--- src/cps_pkg.sv ---
`default_nettype none

package cps_pkg;

	// Register byte addresses
	localparam logic [7:0] ADDR_STATUS = 8'h44;
	localparam logic [7:0] ADDR_IR   = 8'h50;
	localparam logic [7:0] ADDR_IE   = 8'h54;

	// Field positions as printed, most significant bit numbered 0
	localparam int MSB0_TOP   = 31;
	localparam int MSB0_FD_SEEN  = 18;
	localparam int MSB0_RBRS     = 19;
	localparam int MSB0_ESI      = 20;
	localparam int MSB0_FAST     = 23;
	localparam int MSB0_BUS_OFF  = 24;
	localparam int MSB0_WARN     = 25;
	localparam int MSB0_PASSIVE  = 26;
	localparam int MSB0_ACTIVITY = 28;
	localparam int MSB0_NOM      = 31;

	// Same fields as ordinary bit indices (low bit of each field)
	localparam int POS_FD_SEEN   = MSB0_TOP - MSB0_FD_SEEN;
	localparam int POS_RBRS      = MSB0_TOP - MSB0_RBRS;
	localparam int POS_ESI       = MSB0_TOP - MSB0_ESI;
	localparam int POS_FAST      = MSB0_TOP - MSB0_FAST;
	localparam int POS_BUS_OFF   = MSB0_TOP - MSB0_BUS_OFF;
	localparam int POS_WARN      = MSB0_TOP - MSB0_WARN;
	localparam int POS_PASSIVE   = MSB0_TOP - MSB0_PASSIVE;
	localparam int POS_ACTIVITY  = MSB0_TOP - MSB0_ACTIVITY;
	localparam int POS_NOM       = MSB0_TOP - MSB0_NOM;

	// Error code encoding
	localparam logic [2:0] CODE_NONE   = 3'h0;
	localparam logic [2:0] CODE_STUFF  = 3'h1;
	localparam logic [2:0] CODE_FORM   = 3'h2;
	localparam logic [2:0] CODE_ACK    = 3'h3;
	localparam logic [2:0] CODE_BIT1   = 3'h4;
	localparam logic [2:0] CODE_BIT0   = 3'h5;
	localparam logic [2:0] CODE_CRC    = 3'h6;
	localparam logic [2:0] CODE_NOCHG  = 3'h7;
	localparam logic [2:0] CODE_RESET  = CODE_NOCHG;

	// Error counter thresholds
	localparam int WARN_LIMIT    = 96;
	localparam int PASSIVE_LIMIT = 128;

	typedef enum logic [1:0] {
		NODE_SYNC = 2'h0,
		NODE_IDLE = 2'h1,
		NODE_RX   = 2'h2,
		NODE_TX   = 2'h3
	} cps_activity_t;

	// Interrupt status / mask bit positions
	localparam int IRQ_FD    = 0;
	localparam int IRQ_FAST  = 1;
	localparam int IRQ_NOM   = 2;
	localparam int IRQ_BUS_OFF = 3;
	localparam int IRQ_WARN    = 4;
	localparam int IRQ_PASSIVE = 5;
	localparam int IRQ_W     = 6;
	localparam logic [5:0] IR_RESET = 6'h00;
	localparam logic [5:0] IE_RESET = 6'h00;

	localparam logic [1:0] RESP_OKAY   = 2'h0;
	localparam logic [1:0] RESP_SLVERR = 2'h2;

	typedef enum logic [0:0] {
		WS_COLLECT = 1'h0,
		WS_RESP    = 1'h1
	} cps_wstate_t;

endpackage : cps_pkg

`default_nettype wire

--- src/cps_code_if.sv ---
`timescale 1ns/10ps
`default_nettype none

interface cps_code_if;
	logic       ev;
	logic [2:0] ev_code;
	logic       ok;
	logic       rd;
	logic [2:0] code;

	modport source (
		output ev,
		output ev_code,
		output ok,
		output rd,
		input  code
	);

	modport field (
		input  ev,
		input  ev_code,
		input  ok,
		input  rd,
		output code
	);
endinterface : cps_code_if

`default_nettype wire

--- src/cps_err_code.sv ---
`timescale 1ns/10ps
`default_nettype none

module cps_err_code (
	input wire logic   aclk,
	input wire logic   aresetn,
	cps_code_if.field  fld
);

	typedef struct packed {
		logic [2:0] code;
	} cps_code_state_t;

	cps_code_state_t st;
	cps_code_state_t next_st;

	// Event beats read, read beats nothing
	always_comb begin
		next_st = st;
		if (fld.ev) begin
			next_st.code = fld.ev_code;
		end else if (fld.ok) begin
			next_st.code = cps_pkg::CODE_NONE;
		end else if (fld.rd) begin
			next_st.code = cps_pkg::CODE_NOCHG;
		end
	end

	always_ff @(posedge aclk) begin
		if (!aresetn) begin
			st.code <= cps_pkg::CODE_RESET;
		end else begin
			st <= next_st;
		end
	end

	assign fld.code = st.code;

endmodule : cps_err_code

`default_nettype wire

--- src/cps_status.sv ---
// Function
// - Capture ESI with each received FD frame
// - Status read clears captured ESI flag
// - Data-phase error code holds last fast error
// - Error-free BRS frame zeroes data-phase code
// - Status read loads data-phase code no-change value
// - No-change value is seven
// - Error codes use the shared three-bit encoding
// - Event after BRS data phase goes fast
// - Bit 24 shows bus-off state
// - Bit 25 shows a counter reached 96
// - Bit 26 shows error-passive state
// - Two-bit field shows node activity
//
// The address map and register access over AXI4-Lite were decided locally.
`timescale 1ns/10ps
`default_nettype none

module cps_status #(
	parameter int ADDR_W = 8,
	parameter int CNT_W  = 8
) (
	input  wire logic              aclk,
	input  wire logic              aresetn,
	input  wire logic [ADDR_W-1:0] s_axi_awaddr,
	input  wire logic [2:0]        s_axi_awprot,
	input  wire logic              s_axi_awvalid,
	output var  logic              s_axi_awready,
	input  wire logic [31:0]       s_axi_wdata,
	input  wire logic [3:0]        s_axi_wstrb,
	input  wire logic              s_axi_wvalid,
	output var  logic              s_axi_wready,
	output var  logic [1:0]        s_axi_bresp,
	output var  logic              s_axi_bvalid,
	input  wire logic              s_axi_bready,
	input  wire logic [ADDR_W-1:0] s_axi_araddr,
	input  wire logic [2:0]        s_axi_arprot,
	input  wire logic              s_axi_arvalid,
	output var  logic              s_axi_arready,
	output var  logic [31:0]       s_axi_rdata,
	output var  logic [1:0]        s_axi_rresp,
	output var  logic              s_axi_rvalid,
	input  wire logic              s_axi_rready,
	input  wire logic              core_fd_rx,
	input  wire logic              core_fd_esi,
	input  wire logic              core_fd_brs,
	input  wire logic              core_data_phase,
	input  wire logic              core_err,
	input  wire logic [2:0]        core_err_code,
	input  wire logic              core_frame_ok,
	input  wire logic              core_bus_off,
	input  wire logic [CNT_W-1:0]  core_tec,
	input  wire logic [CNT_W-1:0]  core_rec,
	input  wire logic [1:0]        core_activity,
	output var  logic              irq
);

	if (ADDR_W < 8 || ADDR_W > 32) begin : g_addr_check
		$error("ADDR_W must lie between 8 and 32");
	end
	if (CNT_W < 8) begin : g_cnt_check
		$error("CNT_W must be at least 8 to reach the passive limit");
	end

	typedef struct packed {
		cps_pkg::cps_wstate_t  wstate;
		logic                  aw_got;
		logic                  w_got;
		logic [ADDR_W-1:0]     awaddr;
		logic [31:0]           wdata;
		logic [3:0]            wstrb;
		logic                  awready;
		logic                  wready;
		logic                  bvalid;
		logic [1:0]            bresp;
		logic                  arready;
		logic                  rvalid;
		logic [31:0]           rdata;
		logic [1:0]            rresp;
		logic                   fd_frame_received;
		logic                   rbrs;
		logic                   fd_esi_seen;
		logic                   fast_armed;
		logic                   bus_off_flag;
		logic                   error_warning_flag;
		logic                   error_passive_flag;
		cps_pkg::cps_activity_t node_activity_state;
		logic [5:0]            ir;
		logic [5:0]            ie;
		logic                  irq;
	} cps_state_t;

	localparam logic [CNT_W-1:0] WARN_CNT    = CNT_W'(cps_pkg::WARN_LIMIT);
	localparam logic [CNT_W-1:0] PASSIVE_CNT = CNT_W'(cps_pkg::PASSIVE_LIMIT);
	localparam logic [ADDR_W-1:0] A_STATUS   = ADDR_W'(cps_pkg::ADDR_STATUS);
	localparam logic [ADDR_W-1:0] A_IR       = ADDR_W'(cps_pkg::ADDR_IR);
	localparam logic [ADDR_W-1:0] A_IE       = ADDR_W'(cps_pkg::ADDR_IE);

	cps_state_t st;
	cps_state_t next_st;

	cps_code_if nom_if ();
	cps_code_if fast_if ();

	logic              aw_hs;
	logic              w_hs;
	logic              b_hs;
	logic              ar_hs;
	logic              r_hs;
	logic [ADDR_W-1:0] rd_addr;
	logic [ADDR_W-1:0] wr_addr;
	logic              status_rd;
	logic              route_fast;
	logic [31:0]       status_word;
	logic [31:0]       lane_mask;
	logic [5:0]        ev;
	logic [5:0]        w1c;

	assign aw_hs   = s_axi_awvalid & st.awready;
	assign w_hs    = s_axi_wvalid & st.wready;
	assign b_hs    = st.bvalid & s_axi_bready;
	assign ar_hs   = s_axi_arvalid & st.arready;
	assign r_hs    = st.rvalid & s_axi_rready;
	assign rd_addr = {s_axi_araddr[ADDR_W-1:2], 2'h0};
	assign wr_addr = {st.awaddr[ADDR_W-1:2], 2'h0};

	// Only a taken read of the status word has side effects
	// A read still waiting for arready must not clear anything
	assign status_rd = ar_hs & (rd_addr == A_STATUS);

	// Armed once a BRS frame entered its data phase
	// Data phase and event in one cycle still count as fast
	assign route_fast = st.fast_armed | core_data_phase;

	// Nominal code sees every event the fast code does not
	assign nom_if.ev       = core_err & ~route_fast;
	assign nom_if.ev_code  = core_err_code;
	assign nom_if.ok       = core_frame_ok & ~route_fast;
	assign nom_if.rd       = status_rd;
	// Data-phase code takes the rest, same encoding
	assign fast_if.ev      = core_err & route_fast;
	assign fast_if.ev_code = core_err_code;
	assign fast_if.ok      = core_frame_ok & route_fast;
	assign fast_if.rd      = status_rd;

	// One code field per phase, identical logic
	cps_err_code u_nom_code (
		.aclk    (aclk),
		.aresetn (aresetn),
		.fld     (nom_if.field)
	);

	cps_err_code u_fast_code (
		.aclk    (aclk),
		.aresetn (aresetn),
		.fld     (fast_if.field)
	);

	// Status word as software sees it
	always_comb begin
		status_word = 32'h0000_0000;

		// Reception flags of the last FD frame
		status_word[cps_pkg::POS_FD_SEEN] = st.fd_frame_received;
		status_word[cps_pkg::POS_RBRS] = st.rbrs;
		status_word[cps_pkg::POS_ESI] = st.fd_esi_seen;

		// Data-phase code, loaded with seven by a read
		status_word[cps_pkg::POS_FAST +: 3] = fast_if.code;

		// Node state, mirrored from the core
		status_word[cps_pkg::POS_BUS_OFF] = st.bus_off_flag;
		status_word[cps_pkg::POS_WARN] = st.error_warning_flag;
		status_word[cps_pkg::POS_PASSIVE] = st.error_passive_flag;
		status_word[cps_pkg::POS_ACTIVITY +: 2] = st.node_activity_state;

		// Nominal code shares the read behaviour
		status_word[cps_pkg::POS_NOM +: 3] = nom_if.code;
	end

	always_comb begin
		lane_mask = {{8{st.wstrb[3]}}, {8{st.wstrb[2]}}, {8{st.wstrb[1]}}, {8{st.wstrb[0]}}};
	end

	always_comb begin
		next_st = st;
		ev = 6'h00;
		w1c = 6'h00;

		// Node state mirrors, read-only from the bus
		// Refreshed every cycle, so no bus write can stick
		next_st.bus_off_flag = core_bus_off;
		next_st.error_warning_flag = (core_tec >= WARN_CNT) || (core_rec >= WARN_CNT);
		next_st.error_passive_flag = (core_tec >= PASSIVE_CNT) || (core_rec >= PASSIVE_CNT);
		next_st.node_activity_state = cps_pkg::cps_activity_t'(core_activity);

		// FD reception flags: read clears, new frame wins
		// Clear first, so a frame in the read cycle survives
		if (status_rd) begin
			next_st.fd_frame_received = 1'b0;
			next_st.rbrs = 1'b0;
			next_st.fd_esi_seen = 1'b0;
		end
		// Set regardless of acceptance filtering
		if (core_fd_rx) begin
			next_st.fd_frame_received = 1'b1;
			next_st.rbrs = core_fd_brs;
			next_st.fd_esi_seen = core_fd_esi;
		end

		// Data-phase arming ends with the next bus event
		if (core_err || core_frame_ok) begin
			next_st.fast_armed = 1'b0;
		end else if (core_data_phase) begin
			next_st.fast_armed = 1'b1;
		end

		// Interrupt events
		ev[cps_pkg::IRQ_FD] = core_fd_rx;
		ev[cps_pkg::IRQ_FAST] = core_err & route_fast;
		ev[cps_pkg::IRQ_NOM] = core_err & ~route_fast;
		// State bits raise an event on their rising edge only
		ev[cps_pkg::IRQ_BUS_OFF] = next_st.bus_off_flag & ~st.bus_off_flag;
		ev[cps_pkg::IRQ_WARN] = next_st.error_warning_flag & ~st.error_warning_flag;
		ev[cps_pkg::IRQ_PASSIVE] = next_st.error_passive_flag & ~st.error_passive_flag;

		// Write address channel
		if (aw_hs) begin
			next_st.aw_got = 1'b1;
			next_st.awaddr = s_axi_awaddr;
		end

		// Write data channel
		if (w_hs) begin
			next_st.w_got = 1'b1;
			next_st.wdata = s_axi_wdata;
			next_st.wstrb = s_axi_wstrb;
		end

		case (st.wstate)
			cps_pkg::WS_COLLECT: begin
				if (st.aw_got && st.w_got) begin
					next_st.aw_got = 1'b0;
					next_st.w_got = 1'b0;
					next_st.bvalid = 1'b1;
					next_st.bresp = cps_pkg::RESP_OKAY;
					next_st.wstate = cps_pkg::WS_RESP;
					if (wr_addr == A_IR) begin
						w1c = st.wdata[5:0] & lane_mask[5:0];
					end else if (wr_addr == A_IE) begin
						next_st.ie = (st.ie & ~lane_mask[5:0]) | (st.wdata[5:0] & lane_mask[5:0]);
					end else if (wr_addr != A_STATUS) begin
						// Status word writes end OKAY and change nothing
						next_st.bresp = cps_pkg::RESP_SLVERR;
					end
				end
			end
			cps_pkg::WS_RESP: begin
				if (b_hs) begin
					next_st.bvalid = 1'b0;
					next_st.wstate = cps_pkg::WS_COLLECT;
				end
			end
			default: begin
				next_st.wstate = cps_pkg::WS_COLLECT;
				next_st.bvalid = 1'b0;
			end
		endcase

		// Sticky status: a new event beats a same-cycle clear
		next_st.ir = (st.ir & ~w1c) | ev;

		// Read channel
		// Data captured at the take and held until rready
		if (ar_hs) begin
			next_st.rvalid = 1'b1;
			next_st.rresp = cps_pkg::RESP_OKAY;
			if (rd_addr == A_STATUS) begin
				next_st.rdata = status_word;
			end else if (rd_addr == A_IR) begin
				next_st.rdata = {26'h0, st.ir};
			end else if (rd_addr == A_IE) begin
				next_st.rdata = {26'h0, st.ie};
			end else begin
				next_st.rdata = 32'h0000_0000;
				next_st.rresp = cps_pkg::RESP_SLVERR;
			end
		end else if (r_hs) begin
			next_st.rvalid = 1'b0;
		end

		// Ready flags: one transfer per channel at a time
		next_st.awready = !next_st.aw_got && (next_st.wstate == cps_pkg::WS_COLLECT);
		next_st.wready = !next_st.w_got && (next_st.wstate == cps_pkg::WS_COLLECT);
		next_st.arready = !next_st.rvalid;

		next_st.irq = |(next_st.ir & next_st.ie);
	end

	// Synchronous reset clears the whole state word
	always_ff @(posedge aclk) begin
		if (!aresetn) begin
			st <= '0;
		end else begin
			st <= next_st;
		end
	end

	// Every output straight from a register
	assign s_axi_awready = st.awready;
	assign s_axi_wready  = st.wready;
	assign s_axi_bvalid  = st.bvalid;
	assign s_axi_bresp   = st.bresp;
	assign s_axi_arready = st.arready;
	assign s_axi_rvalid  = st.rvalid;
	assign s_axi_rdata   = st.rdata;
	assign s_axi_rresp   = st.rresp;
	assign irq           = st.irq;

endmodule : cps_status

`default_nettype wire

--- config.mk ---
export PLATFORM = sky130hd
export DESIGN_NAME = cps_status
export DESIGN_NICKNAME = d
export VERILOG_FILES = /design/src/cps_pkg.sv /design/src/cps_code_if.sv /design/src/cps_err_code.sv /design/src/cps_status.sv
export SDC_FILE = /design/constraint.sdc
export NUM_CORES = 1
export LEC_CHECK = 0
export BUFFER_PORTS_ARGS = -buffer_cell sky130_fd_sc_hd__buf_2
export CAP_MARGIN = 0
export CORE_MARGIN = 3
export CORE_UTILIZATION = 45
export DETAILED_ROUTE_END_ITERATION = 8
export MAX_ROUTING_LAYER = met4
export PLACE_DENSITY_LB_ADDON = 0.15
export SETUP_SLACK_MARGIN = 0.4
export SYNTH_ARGS = -nofsm -noshare
export SYNTH_HDL_FRONTEND = slang
export SYNTH_SLANG_ARGS = --single-unit
--- constraint.sdc ---
create_clock -name aclk -period 3.2 [get_ports aclk]
set_input_delay 0.48 -clock aclk [delete_from_list [all_inputs] [get_ports aclk]]
set_output_delay 0.48 -clock aclk [all_outputs]
set_load 0.03 [all_outputs]
; ---- After elaboration in Yosys (flattened, before gate mapping)
; Index checks and enable logic that the tools add are counted.
[totals]
ff_bits = 87
input_bits = 93
output_inout_bits = 42
wordCells = 118
[op_classes]
order_cmp = 4
eq_ne = 8
mux = 34
bitwise = 29
reduce_logical = 16
[ops]
columns = op, count
row1 = 6-bit 2-to-1 mux, 9
row2 = "6-bit by 5-bit equality test with 1-bit output, second input constant", 5
row3 = 3-bit 2-to-1 mux, 9
row4 = 6-bit bitwise AND, 4
row5 = "8-bit by 7-bit >= comparator with 1-bit output, second input constant", 2
row6 = "8-bit >= comparator, second input constant", 2
row7 = 14-bit 2-to-1 mux, 1
row8 = 2-bit 2-to-1 mux, 7
row9 = 1-bit bitwise AND, 13
row10 = 6-bit NOT, 2
row11 = 6-bit bitwise OR, 2
row12 = 1-bit NOT, 7
row13 = 1-bit 2-to-1 mux, 6
row14 = "6-bit by 5-bit != test with 1-bit output, second input constant", 1
row15 = 3-bit nonzero test, 2
row16 = 6-bit OR reduction, 1
row17 = 1-bit one-hot mux with 2 select lines, 2
row18 = 2-bit AND reduction, 2
row19 = 1-bit logical AND, 3
row20 = 1-bit logical NOT, 3
row21 = 1-bit logical OR, 3
row22 = "2-bit by 1-bit != test with 1-bit output, second input constant", 1
row23 = "2-bit != test, second input constant", 1
row24 = 2-bit nonzero test, 1
row25 = 2 further kinds, 2

; ---- Logic depth before layout (Yosys ltp)
[depth]
depth_word = 9
ltp_mapped = 7
depth_no_buf = 5

; ---- Modules after synthesis
; Synthesis repeated with hierarchy kept, for this count alone.
[hier_totals]
cells_unflattened = 310
hier_area_um2 = 2871.5
[modules_own_cells]
columns = module, n_inst, cells_each, area_each_um2, seq_area_each_um2
row1 = cps_status, 1, 286, 2638.8, 1181.1
row2 = cps_err_code, 2, 12, 116.4, 60.1

; ---- Worst setup path after synthesis
; Ideal clock, no wire load.
[synth_path]
kind = reg2reg
startpoint = reg st[106] in the netlist's numbering
endpoint = reg st (netlist bit irq)
setup_ns = 0.146
t_arrival_ns = 2.069
required_ns = 3.054
setup_slack_ns = 0.986
path_stages_with_launch = 6
path_buffers = 0
path_cell_list = dfxtp_1 -> or4b_4 -> nor3_4 -> mux2_2 -> a222oi_1 -> a41oi_2
[synth_via]
elab_chain_cells = 9
word_cells_on_any_way = 14
classes_between = 2 x eq/ne / 7 x mux / 4 x bitwise / 1 x reduce/logical
[synth_lines]
columns = item, line_no
row1 = "start, declared", cps_status.sv:99  ; cps_state_t st;
row2 = "start signal, assigned", cps_status.sv:305  ; st <= next_st;
row3 = 6-bit by 5-bit equality test with 1-bit output, cps_status.sv:248  ; if (wr_addr == A_IR) begin
row4 = 6-bit 2-to-1 mux, cps_status.sv:248
row5 = 6-bit 2-to-1 mux, cps_status.sv:242  ; if (st.aw_got && st.w_got) begin
row6 = 6-bit 2-to-1 mux, cps_status.sv:240  ; case (st.wstate)
row7 = 6-bit NOT, cps_status.sv:271  ; next_st.ir = (st.ir & ~w1c) | ev;
row8 = 6-bit bitwise AND, cps_status.sv:271
row9 = 6-bit bitwise OR, cps_status.sv:271
row10 = 6-bit bitwise AND *, cps_status.sv:297  ; next_st.irq = |(next_st.ir & next_st.ie);
row11 = 6-bit OR reduction *, cps_status.sv:297
; Mark *: on every way between the ends. The rest lies on a longest branch, timed or not.
; A chain may end at the register's enable or synchronous reset.

; ---- Worst setup path in the final report
; Same ends and word-level chain as after synthesis.

==> results.toml <==
[floorplanning]
num_rows = 28
die_x_um = 86.6
die_h_um = 86.6
dieArea_sq_um = 7500
ioPinCount = 135
start_util_pct = 48.0
core_sq_um = 6100

[placed_design]
placed_cells = 447
gp_congestion = 0.788
dp_hpwl_um = 4600
io_buffers = 65

[power]
p_clk_share_pct = 42.4
p_per_area_nw_per_um2 = 556
p_sw_share_pct = 24.8
p_sw_uw = 458
p_comb_share_pct = 10.2
power_mw = 1.85
power_leakage_nw = 1.44
intPower_mw = 1.39
max-vdd-ir-drop_mv = 0.313
seqPwrFrac_pct = 47.4

[cells_and_area]
final_cell_mix = "buf_2, dfxtp_1, nor2_1, nand2_1, a21oi_1"
stdcell_count = 463
num-fill-cells = 597
diodes = 0
fin_nets = 476
areaGrowthSynthToFinish_pct = 13.6
layout-drive-gt1-share_pct = 26.0

[detailed_routing]
vias = 2430
drt_iter0_drc = 116
dr.pass1.iters = 4
drc = 0
routed_wirelength_um = 6350
wl_per_cell_um = 13.7
vias_per_cell = 5.25
ant_nets = 0

[synthesis]
syn-cell-area_sq_um = 2930
synth.avg_cell_area_sq_um = 8.65
synth_seq_cells = 65
yosys.area.top_type_share_pct = 44.5
ys_seq_area_share_pct = 44.5
synth.area.top_cells = "dfxtp_1, buf_4, a21oi_1, nor2_1, mux2_2"
ys_types = 42
synthCells = 338
yosys.area.top_type = "dfxtp_1"
yosys_warnings = 0

[cts]
clk_latency_ns = 0.34
clkTransAtPathRegs_ns = 0.07
cts_made_buffers = 9
ctsResizeCount = 0
cts_tree = "done"
htreeDepth = 3
cts-root-buf = "clkbuf_8"
clockBufferDepth = 2
cts_setup_buffers = 0
clock_sinks = 65
ctsHoldBuffers = 0

[timing]
rsz0062_at_grt = "no"
clock.fmax_mhz = 406
setup_violations = 0
period_needed_ns = 2.46
worst_slew_pin_slew_ns = 0.724
hold_violations = 0
final.setup_skew_ns = 0.00838
period_share_pct = 77.0
tns_ns = 0
slew_headroom_pct = 51.1
report.final.slew_viol_count = 0

[global_route]
grt_remaining_overflow = 0
grt_pass1_vias = 2201
grt_usage_pct = 18.1
grt_max_degree = 26
antenna_found_initial = 0
grt_pass1_wl_um = 10200

[critical_path]
crit_type = "reg2reg"
critPathMaxFanout = 7
cp.arrival_ns = 2.65
worstPathRequired_ns = 3.38
startpoint_type = "flip-flop"
endpoint_kind = "flip-flop"

[flow_run]
maxCapViolCount = 0

[run_status]
status = "finished clean"

[worst_hold_path]
hold_class = "in2reg"
-- power groups by stage --
stage,Combinational [mW],Sequential [mW],Clock (mW)
floorplan,0.151,0.891,0
global placement,0.185,0.893,0
detailed placement,0.187,0.895,0
CTS,0.188,0.876,0.803
global route,0.210,0.882,0.830
finish,0.188,0.876,0.783
-- critical path, stage by stage (launching register included) --
cell,delay (ns)
dfxtp_1,0.33
or4b_4,0.56
nor3_4,0.42
mux2_2,0.40
a222oi_1,0.41
a41oi_2,0.18
-- flip-flops by register name, indices dropped and copies added, names as in the netlist --
signal,flops
s_axi_awready,1
s_axi_bvalid,1
irq,1
s_axi_bresp,1
u_nom_code.fld.code,3
st,36
s_axi_wready,1
s_axi_arready,1
s_axi_rresp,1
lane_mask,1
s_axi_rvalid,1
u_fast_code.fld.code,3
s_axi_rdata,14
-- routing by layer --
| layer | share of wire, % | track usage (%) | vias up |
|---|---|---|---|
| li1 | - | - | 1219 |
| met1 | 46 | 22.7 | 1132 |
| met2 | 47 | 27.9 | 74 |
| met3 | 6.2 | 3.90 | 5 |
| met4 | 0.80 | 8.07 | 0 |
| met5 | 0 | - | - |
-- path summary, 6_finish.rpt --
kind                 from            to  slack, ns  depth (start not counted)
max reg2reg       st[106]           irq       0.74                          5
max               st[106]           irq       0.74                          5
min          s_axi_bready  s_axi_bvalid       0.35                          2
min reg2reg        st[19]        st[19]       0.47                          2
-- through the flow --
step / setup WS, ns / hold slack (ns) / util [%] / area, sq um
after global placement: 0.759 / 0.457 / 50.7 / 3090
after detailed placement: 0.752 / 0.461 / 50.7 / 3090
after global routing: 0.611 / 0.340 / 54.5 / 3320
final: 0.736 / 0.345 / 54.5 / 3320
after CTS: 0.690 / 0.327 / 54.5 / 3320
after floorplan: 0.986 / 0.433 / - / 3000
-- synthesized netlist by cell type (all sizes together) --
library cell / instances
nor4: 1
inv: 4
conb: 1
and2: 10
o21a: 3
a2111oi: 1
nand2b: 2
nand3: 19
clkbuf: 13
nand2: 31
nor2: 35
o21ai: 12
nor2b: 2
and3b: 1
buf: 40
a32oi: 1
and3: 6
nor4b: 1
a31oi: 1
and4b: 1
nand3b: 1
o211ai: 1
a211oi: 1
dfxtp: 65
mux2i: 3
a222oi: 1
a21oi: 30
o22ai: 2
nand4: 3
a41oi: 1
or2: 2
nor3: 8
a22o: 5
o2bb2ai: 2
a22oi: 15
mux2: 11
nand4b: 1
or4b: 1
-- area by class of cell --
type	instances	area (sq um)	share of cell area (%)
tap	75	93.8	2.82
inverter	4	15.0	0.452
timing repair buffer	68	348	10.5
clock buffer	11	151	4.56
sequential	65	1300	39.2
multi-input combinational	235	1340	40.2
clock inverter	5	77.6	2.34
-- cells by family after synthesis --
family / count (synthesis) / synth area share (%)
and+or+nand+nor: 125 / 21.2
DFF: 65 / 44.5
muxes: 14 / 5.26
other: 1 / 0.128
buffers and inverters: 57 / 12.3
AOI/OAI and AO/OA: 76 / 16.6
Note: power is estimated with default switching activity, not from simulation.
